File: config.mk
export PLATFORM = sky130hd
export DESIGN_NAME = fap_flash_protect
export DESIGN_NICKNAME = d
export VERILOG_FILES = /design/src/hdl/fap_pkg.sv /design/src/hdl/fap_flash_protect.sv
export SDC_FILE = /design/constraint.sdc
export NUM_CORES = 1
export LEC_CHECK = 0
export BUFFER_PORTS_ARGS = -buffer_cell sky130_fd_sc_hd__clkbuf_2
export CORE_ASPECT_RATIO = 0.7
export CORE_MARGIN = 3
export CORE_UTILIZATION = 52
export DETAILED_ROUTE_END_ITERATION = 6
export PLACE_DENSITY = 0.82
export SETUP_SLACK_MARGIN = 0.02
export SYNTH_ARGS = -nofsm -noshare
export SYNTH_HDL_FRONTEND = slang
export SYNTH_SLANG_ARGS = --single-unit
export TNS_END_PERCENT = 20
File: constraint.sdc
create_clock -name ref_clk_i -period 1.9 [get_ports ref_clk_i]
set_clock_uncertainty 0.05 [all_clocks]
set_input_delay 0.19 -clock ref_clk_i [delete_from_list [all_inputs] [get_ports ref_clk_i]]
set_output_delay 0.19 -clock ref_clk_i [all_outputs]
set_load 0.02 [all_outputs]
File: src/hdl/fap_pkg.sv
// Package for the flash access protection block: register offsets,
// address map, field layouts and the carrier and state types.
// Assumes a 24-bit CPU byte address and a 32-bit classic Wishbone bus.
package fap_pkg;

  // Register byte offsets on the Wishbone slave.
  localparam logic [5:0] OFS_WE_LO  = 6'h00;
  localparam logic [5:0] OFS_WE_HI  = 6'h04;
  localparam logic [5:0] OFS_WE_DAT = 6'h08;
  localparam logic [5:0] OFS_STAT   = 6'h0C;
  localparam logic [5:0] OFS_PROT   = 6'h10;
  localparam logic [5:0] OFS_PIB_A  = 6'h14;
  localparam logic [5:0] OFS_PIB_D  = 6'h18;
  localparam logic [5:0] OFS_DIB_A  = 6'h1C;
  localparam logic [5:0] OFS_DIB_D  = 6'h20;

  // CPU address map of the main blocks.
  localparam logic [23:0] MB0_END  = 24'h01FFFF;
  localparam logic [23:0] MB1_END  = 24'h03FFFF;
  localparam logic [23:0] MB2_BASE = 24'h0E0000;
  localparam logic [23:0] MB2_END  = 24'h0E1FFF;
  localparam logic [23:0] BOOT_MAX = 24'h001BFF;

  // Section and boot granules, as address bit positions.
  localparam int PROG_SEC_LSB = 13;
  localparam int DATA_SEC_LSB = 9;
  localparam int BOOT_LSB     = 10;

  // Information block layout and the enable bit guarding block 1.
  localparam logic [7:0] IB1_BASE  = 8'h80;
  localparam int         IB1_WE_BIT = 15;

  // Status register bit positions.
  localparam int STAT_ENV_LSB = 0;
  localparam int STAT_PBUSY   = 3;
  localparam int STAT_DBUSY   = 4;

  // Reset values.
  localparam logic [15:0] WE_RST = 16'h0000;
  localparam logic [15:0] PW_RST = 16'h0000;

  // Protection word as held in the special array.
  typedef struct packed {
    logic [6:0] spare;
    logic [2:0] boot_end_boundary;
    logic [2:0] global_read_lock_field;
    logic [2:0] global_write_lock_field;
  } fap_prot_word_type;

  // CPU flash access request.
  typedef struct packed {
    logic        rd;
    logic        wr;
    logic [23:0] adr;
  } fap_cpu_acc_type;

  // Main block hit flags.
  typedef struct packed {
    logic mb0;
    logic mb1;
    logic mb2;
  } fap_region_type;

  // Information block write request.
  typedef struct packed {
    logic        pgm;
    logic        dat;
    logic [15:0] data;
  } fap_ib_wr_type;

  // Whole state of the top module.
  typedef struct packed {
    logic [15:0]       we_lo;
    logic [15:0]       we_hi;
    logic [15:0]       we_dat;
    fap_prot_word_type pw;
    logic [2:0]        env;
    logic              cap;
    logic              pbusy;
    logic              dbusy;
    logic              ack;
    logic [31:0]       rdat;
    logic              go;
    logic              rej;
    logic [7:0]        pib_a;
    logic [7:0]        dib_a;
    fap_ib_wr_type     ibw;
  } fap_state_type;

endpackage : fap_pkg

File: src/hdl/fap_flash_protect.sv
// Flash access protection: section enables, boot and global locks,
// main block decode, indirect block addressing and module status.
// Assumes the protection word and the environment pins are stable at
// reset release, and that flash busy flags come from the flash macros.
//
// Function
// - Boot area from zero to programmable end
// - CPU writes into boot area always rejected
// - Code area writable if enabled and unlocked
// - Sections: 8K program, 512 byte data
// - Three enable registers gate section writes
// - Reset clears every section enable bit
// - Set enable bit permits section writes
// - Majority-zero write lock blocks CPU writes
// - Lock fields come from unmapped protection word
// - Majority-zero read lock blocks external reads
// - CPU reads unaffected by read lock
// - Main blocks direct, information blocks indirect
// - Separate indirect registers per memory
// - Main block 0, 1 and 2 address ranges
// - Information block indirect address ranges
// - Status byte: reserved, busy, environment
// - Environment bits sampled at reset, held
// - Busy mirror copies program flash busy
// - Data busy mirror copies data flash busy
//
// The Wishbone interface to the registers and the register addresses were chosen for this implementation.
`timescale 1ns/1ns
module fap_flash_protect
  import fap_pkg::*;
(
  input  wire logic            ref_clk_i,
  input  wire logic            rst_n_i,
  input  wire logic            wb_cyc_i,
  input  wire logic            wb_stb_i,
  input  wire logic            wb_we_i,
  input  wire logic [5:0]      wb_adr_i,
  input  wire logic [3:0]      wb_sel_i,
  input  wire logic [31:0]     wb_dat_i,
  output logic      [31:0]     wb_dat_o,
  output logic                 wb_ack_o,
  input  wire logic [15:0]     prot_word_i,
  input  wire logic [2:0]      environment_select_pins_i,
  input  wire logic            pgm_flash_busy_i,
  input  wire logic            dat_flash_busy_i,
  input  wire fap_cpu_acc_type cpu_acc_i,
  output logic                 cpu_rd_ok_o,
  output fap_region_type       region_o,
  output logic                 flash_wr_go_o,
  output logic                 flash_wr_reject_o,
  input  wire logic            dbg_rd_req_i,
  output logic                 dbg_rd_grant_o,
  output logic      [7:0]      pgm_ib_addr_o,
  output logic      [7:0]      dat_ib_addr_o,
  input  wire logic [15:0]     pgm_ib_data_i,
  input  wire logic [15:0]     dat_ib_data_i,
  output fap_ib_wr_type        ib_wr_o
);

  fap_state_type s_q;
  fap_state_type s_d;

  logic           bus_req;
  logic           wlock;
  logic           rlock;
  logic           in_boot;
  logic           sec_en;
  logic           wr_ok;
  fap_region_type hit;

  // A lock is active when fewer than two of its three bits are set.
  function automatic logic maj_zero(input logic [2:0] f);
    maj_zero = !((f[0] & f[1]) | (f[0] & f[2]) | (f[1] & f[2]));
  endfunction : maj_zero

  // Byte-lane merge for the 16-bit registers.
  function automatic logic [15:0] merge16(input logic [15:0] old,
                                          input logic [31:0] dat,
                                          input logic [3:0]  sel);
    merge16 = old;
    if (sel[0]) begin
      merge16[7:0] = dat[7:0];
    end
    if (sel[1]) begin
      merge16[15:8] = dat[15:8];
    end
  endfunction : merge16

  // Lock decode from the captured protection word; before capture the
  // word reads zero, so both locks start closed, which is the safe side.
  assign wlock = maj_zero(s_q.pw.global_write_lock_field);
  assign rlock = maj_zero(s_q.pw.global_read_lock_field);

  // Main block decode of the CPU address.
  always_comb begin
    hit.mb0 = cpu_acc_i.adr <= MB0_END;
    hit.mb1 = (cpu_acc_i.adr > MB0_END) &&
              (cpu_acc_i.adr <= MB1_END);
    hit.mb2 = (cpu_acc_i.adr >= MB2_BASE) &&
              (cpu_acc_i.adr <= MB2_END);
  end

  // Boot area runs from zero up to boundary times 1K minus one; the
  // 3-bit field tops out at the last byte below 7K.
  assign in_boot = hit.mb0 && (cpu_acc_i.adr[23:BOOT_LSB] <
                   {11'h000, s_q.pw.boot_end_boundary});

  // Section enable lookup: low register for block 0, high for block 1.
  always_comb begin
    sec_en = 1'b0;
    if (hit.mb0) begin
      sec_en = s_q.we_lo[cpu_acc_i.adr[PROG_SEC_LSB+3:PROG_SEC_LSB]];
    end else if (hit.mb1) begin
      sec_en = s_q.we_hi[cpu_acc_i.adr[PROG_SEC_LSB+3:PROG_SEC_LSB]];
    end else if (hit.mb2) begin
      sec_en = s_q.we_dat[cpu_acc_i.adr[DATA_SEC_LSB+3:DATA_SEC_LSB]];
    end
  end

  // Code or data area write allowed only with section enable and no
  // global lock; the boot area never.
  assign wr_ok = sec_en && !wlock && !in_boot;

  assign bus_req = wb_cyc_i && wb_stb_i && !s_q.ack;

  // Next state: capture, mirrors, bus slave and write checking.
  always_comb begin
    s_d       = s_q;
    s_d.ack   = 1'b0;
    s_d.go    = 1'b0;
    s_d.rej   = 1'b0;
    s_d.ibw   = '0;
    s_d.pbusy = pgm_flash_busy_i;
    s_d.dbusy = dat_flash_busy_i;
    // One capture in the first cycle after reset release.
    if (!s_q.cap) begin
      s_d.cap = 1'b1;
      s_d.pw  = fap_prot_word_type'(prot_word_i);
      s_d.env = environment_select_pins_i;
    end
    // Registers answer one cycle after the request; unmapped offsets
    // still acknowledge, read zero and ignore writes.
    if (bus_req) begin
      s_d.ack  = 1'b1;
      s_d.rdat = 32'h0000_0000;
      unique case (wb_adr_i)
        OFS_WE_LO: begin
          s_d.rdat = {16'h0000, s_q.we_lo};
          if (wb_we_i) begin
            s_d.we_lo = merge16(s_q.we_lo, wb_dat_i, wb_sel_i);
          end
        end
        OFS_WE_HI: begin
          s_d.rdat = {16'h0000, s_q.we_hi};
          if (wb_we_i) begin
            s_d.we_hi = merge16(s_q.we_hi, wb_dat_i, wb_sel_i);
          end
        end
        OFS_WE_DAT: begin
          s_d.rdat = {16'h0000, s_q.we_dat};
          if (wb_we_i) begin
            s_d.we_dat = merge16(s_q.we_dat, wb_dat_i, wb_sel_i);
          end
        end
        OFS_STAT: begin
          s_d.rdat = {27'h0000000, s_q.dbusy, s_q.pbusy, s_q.env};
        end
        OFS_PROT: begin
          s_d.rdat = {16'h0000, s_q.pw};
        end
        OFS_PIB_A: begin
          s_d.rdat = {24'h000000, s_q.pib_a};
          if (wb_we_i && wb_sel_i[0]) begin
            s_d.pib_a = wb_dat_i[7:0];
          end
        end
        OFS_PIB_D: begin
          s_d.rdat = {16'h0000, pgm_ib_data_i};
          // Block 0 (below the block 1 base) is never CPU-writable.
          if (wb_we_i && s_q.pib_a >= IB1_BASE && !wlock &&
              s_q.we_hi[IB1_WE_BIT]) begin
            s_d.ibw.pgm  = 1'b1;
            s_d.ibw.data = wb_dat_i[15:0];
          end
        end
        OFS_DIB_A: begin
          s_d.rdat = {24'h000000, s_q.dib_a};
          if (wb_we_i && wb_sel_i[0]) begin
            s_d.dib_a = {1'b0, wb_dat_i[6:0]};
          end
        end
        OFS_DIB_D: begin
          s_d.rdat = {16'h0000, dat_ib_data_i};
          if (wb_we_i && !wlock) begin
            s_d.ibw.dat  = 1'b1;
            s_d.ibw.data = wb_dat_i[15:0];
          end
        end
        default: begin
          s_d.rdat = 32'h0000_0000;
        end
      endcase
    end
    // A refused CPU write raises only the reject strobe, so the flash
    // sees no start and its contents stay as they were.
    if (cpu_acc_i.wr && (hit.mb0 || hit.mb1 || hit.mb2)) begin
      s_d.go  = wr_ok;
      s_d.rej = !wr_ok;
    end
  end

  // State register; reset closes every section enable.
  always_ff @(posedge ref_clk_i or negedge rst_n_i) begin
    if (!rst_n_i) begin
      s_q        <= '0;
      s_q.we_lo  <= WE_RST;
      s_q.we_hi  <= WE_RST;
      s_q.we_dat <= WE_RST;
      s_q.pw     <= fap_prot_word_type'(PW_RST);
    end else begin
      s_q <= s_d;
    end
  end

  // Outputs. CPU reads of any main block pass whatever the read lock.
  assign wb_dat_o          = s_q.rdat;
  assign wb_ack_o          = s_q.ack;
  assign region_o          = hit;
  assign cpu_rd_ok_o       = cpu_acc_i.rd &&
                             (hit.mb0 || hit.mb1 || hit.mb2);
  assign dbg_rd_grant_o    = dbg_rd_req_i && !rlock;
  assign flash_wr_go_o     = s_q.go;
  assign flash_wr_reject_o = s_q.rej;
  assign pgm_ib_addr_o     = s_q.pib_a;
  assign dat_ib_addr_o     = s_q.dib_a;
  assign ib_wr_o           = s_q.ibw;
endmodule : fap_flash_protect

Word-level counts from Yosys, hierarchy flattened
Index checks and enable logic that the tools add are counted.

word-level totals
  flip-flop bits (word level) = 138
  bits in latches = 0
  RAM bits = 0
  memory bits (read-only) = 0
  input port bits = 127
  output and inout bits = 74
  memories = 0

cells by class
  $add $sub $neg = 0
  multiply operators = 0
  div/mod/pow operators = 0
  magnitude comparators = 9
  equal/unequal tests = 8
  shifts and indexed selects = 0
  mux-type cells = 19
  bitwise gates (word level) = 10
  reduce and logical (&&, ||, !) cells = 29

operators by type and width
  cell                                                                     number
  16-bit case mux with 9 select lines                                      1
  33-bit 2-to-1 mux                                                        1
  16-bit case mux with 2 select lines                                      1
  6-bit by 5-bit == test with 1-bit output, second input constant          4
  24-bit by 20-bit >= comparator with 1-bit output, second input constant  1
  24-bit by 17-bit > comparator with 1-bit output, second input constant   1
  24-bit by 17-bit <= comparator with 1-bit output, second input constant  1
  24-bit by 18-bit <= comparator with 1-bit output, second input constant  1
  24-bit by 20-bit <= comparator with 1-bit output, second input constant  1
  4-bit AND reduction                                                      6
  18-bit 2-to-1 mux                                                        1
  17-bit 2-to-1 mux                                                        1
  16-bit 2-to-1 mux                                                        1
  1-bit logical AND                                                        15
  14-bit by 3-bit < comparator with 1-bit output                           1
  1-bit binary-select mux with 4-bit select                                3
  6-bit by 4-bit == test with 1-bit output, second input constant          2
  4-bit by 5-bit < comparator with 1-bit output, second input constant     2
  1-bit 2-to-1 mux                                                         9
  8-bit >= comparator, second input constant                               1
  1-bit AND                                                                6
  6-bit by 3-bit == test with 1-bit output, second input constant          1
  6-bit == test, second input constant                                     1
  6-bit logical NOT                                                        1
  5 further kinds                                                          12

Logic depth before layout (Yosys ltp)
  depth in word-level cells = 9
  gate-level depth with buffers = 8
  gate-level depth less buffers = 6

Worst setup path after synthesis
No wires, ideal clock.

  path kind = input to register
  start point = input wb_adr_i[4]
  end point = register s_q (netlist bit pgm_ib_addr_o[0])
  arrival time = 1712 ps
  slack = 14 ps
  stages on the path = 6
  cells stage by stage = clkbuf_1 nand2b_1 nor3_2 nor2b_1 buf_2 mux2_2

between the ends
  cells in the longest elaborated chain, start to end = 2

RTL lines
  element                                   RTL line                  text
  start, declared                           fap_flash_protect.sv:37   input wire logic [5:0] wb_adr_i,
  6-bit by 5-bit == test with 1-bit output  fap_flash_protect.sv:146  unique case (wb_adr_i)
  3-bit AND reduction (no line)             -
  end, declared                             fap_flash_protect.sv:60   fap_state_type s_q;

No other way between the ends.
A chain may end at the register's enable or synchronous reset.

==> metrics.cfg <==
[synth]
yosysWarningCount = 0
seq_area_frac_synth_pct = 47.9
synth.avg_cell_area_um2 = 12.4
synth-seq-cells = 122
synth.area.top_cells = dfrtp_1 (48%), mux2_2 (16%), buf_4 (7.9%)
yosys.area.top_type = dfrtp_1
syn_inst = 515
ys_types = 49
synth_edf_count = 0
synth_top_area_share_pct = 47.9
async_reset_ff_share_pct = 100
synthFlopType = dfrtp_1
syn_area_um2 = 6380

[sta]
hold_viol = 0
slew_headroom_pct = 60.7
setup_violations = 0
rsz0062_at_grt = yes
fin_crit_sh_pct = 99.4
final_max_slew_viol_count = 0
period_minus_slack_ps = 1890
whs_ps = 25.6
fmax_mhz = 530
tightest_slew_ps = 584
setup_tns_ps = 0
timing.final.ws_setup_ps = 12.0

[grt]
grtUsageTotal_pct = 29.2
gr-usage-met2_pct = 43.7
antenna_found_initial = 1
overflow = 0
busiest_layer = met2
grt_pass1_vias = 5313
grt_first_pass_wirelength_um = 30300
grt_max_degree = 45
grt_use_met3_pct = 10.0
met1_usage_pct = 40.1

[outcome]
violations = design-rule violations
outcome = finished, violations left

[floorplanning]
die_w_um = 138
io_pins = 201
dieHeight_um = 98.7
fp-row-count = 33
core_area_um2 = 11900
start_util_pct = 53.8
die_area_um2 = 13700

[clock_network]
clockRootBuffer = clkbuf_16
numCtsBuffers = 17
cts.sinks = 122
clockBufferDepth = 2
cts.clk_slew.worst_paths_ps = 60
htree_levels = 4
clkLatencyLatePin_ps = 410
cts_tree = yes

[cells_and_area]
drive_above_1_share_pct = 51.2
area_growth_pct = 27.9
nFillCells = 812
regArea_um2 = 3050
nets = 819
antennaDiodeCount = 0
multiInputGateArea_um2 = 2790

[worst_hold_path]
hold_end = ib_wr_o[8]
hold_class = in -> reg
whs_path_depth = 2
min-delay-start = wb_dat_i[8]

[route]
wirelength_um = 19600
ant_nets = 0
drt_iter0_markers = 568
num_vias = 5105
wl_per_cell_um = 22.8
via_per_inst = 5.94
firstDrtPassIters = 7
drcViolationCount = 3

[worst_setup_path]
rr_worst_depth = 5
worstPathMaxFanout = 3
timing.reg2reg.setup_slack_ps = 10
worstPathRequired_ps = 2150
start_kind = flop
crit_path_end_kind = flop
arrival_ps = 2140
crit_type = reg -> reg
timing.rr.end = flash_wr_go_o
r2r_start = s_q[123]

[power_and_ir_drop]
power_density_nw_per_um2 = 877
leakagePower_nw = 4.01
ir_drop_mv = 0.672
p_total_w = 0.00716

[placed_design]
gp_congestion = 0.958
dp_hpwl_um = 14100
port-buffer-count = 156
post-place-ws_ps = -142

[run]
drv_cap = 0

-- stage by stage --
step / instances / instance area (um^2) / util, %
after floorplan: 531 / 6440 / -
after global placement: 803 / 7240 / 61.1
after detailed placement: 803 / 7240 / 61.1
after CTS: 858 / 8120 / 68.5
after global routing: 860 / 8160 / 68.9
final: 860 / 8160 / 68.9
-- area by class of cell --
| class | instances | share of cell area, % |
|---|---|---|
| sequential | 122 | 37.4 |
| multi-input combinational | 313 | 34.2 |
| timing repair buffer | 231 | 17.9 |
| clock buffer | 21 | 5.77 |
| tap | 157 | 2.41 |
| clock inverter | 11 | 2.05 |
| inverter | 5 | 0.230 |
-- worst max path at each step --
| stage | startpoint | to |
|---|---|---|
| after detailed placement | wb_adr_i[1] | pgm_ib_addr_o[0] |
| final | s_q[123] | flash_wr_go_o |
| after global routing | cpu_acc_i[14] | cpu_rd_ok_o |
| after floorplan | wb_ack_o | s_q[100] |
| after global placement | wb_adr_i[1] | pgm_ib_addr_o[6] |
| after CTS | cpu_acc_i[13] | cpu_rd_ok_o |
-- sequential cells by signal, indices dropped and copies added (netlist names) --
| signal | flops |
|---|---|
| dat_ib_addr_o | 7 |
| ib_wr_o | 18 |
| flash_wr_reject_o | 1 |
| flash_wr_go_o | 1 |
| s_q | 70 |
| pgm_ib_addr_o | 8 |
| wb_dat_o | 16 |
| wb_ack_o | 1 |
-- power by group --
part | switching, W | internal, W
Sequential | 0.000117 | 0.00273
Combinational | 0.000484 | 0.000369
Clock | 0.00116 | 0.00229
Total | 0.00176 | 0.00539
-- cell usage after synthesis, types with 5 or more instances --
master and number:
a222oi_1 8, a22o_1 7, a22oi_1 27, a31oi_1 9, and2_1 19, buf_2 8, buf_4 67, clkbuf_1 11
dfrtp_1 122, inv_1 5, mux2_2 89, mux2i_1 19, mux4_2 10, nand2_1 14, nand3_1 5, nand4_1 5
nor2_1 16, nor2b_1 8, o21a_1 7, o21ai_0 10
-- timing repair --
action                     4_1_cts  5_1_grt
setup endpoints to repair        1        7
gates resized for setup          1        6
hold buffers                    23        0
hold endpoints to repair        59        0
setup buffers                    0        2
-- cell usage in the layout (no fill, tap or decap), drive strengths merged, types with 10 or more instances in the layout --
cell         Yosys  routed
clkbuf          12     176
dfrtp          122     122
mux2            89      89
buf             79      53
a22oi           27      27
dlygate4sd3      0      23
and2            19      19
mux2i           19      19
conb             2      18
nor2            17      17
nand2           14      14
mux4            10      10
o21ai           10      10
-- critical path, cell delays in order, from the launching register on --
cell and delay [ps]:
dfrtp_1 410, mux4_2 480, mux2i_1 240, mux2i_2 160, and4_1 220, o21ba_2 210
-- cell families (layout without fill, tap and decap cells) --
family,Yosys count,after routing,synth area share [%]
compound gates,80,80,9.45
fa+ha+maj,3,3,0.549
buf+inv,96,268,9.77
flops,122,122,47.9
mux,118,118,22.2
other cells,2,18,0.118
simple gates,94,94,10.0
-- metal layers --
metal	vias up	wire, um
met5	-	0
met4	0	468
met3	44	2330
met2	353	8750
met1	2530	8020
li1	2178	-
(Power assumes the default switching activity.)
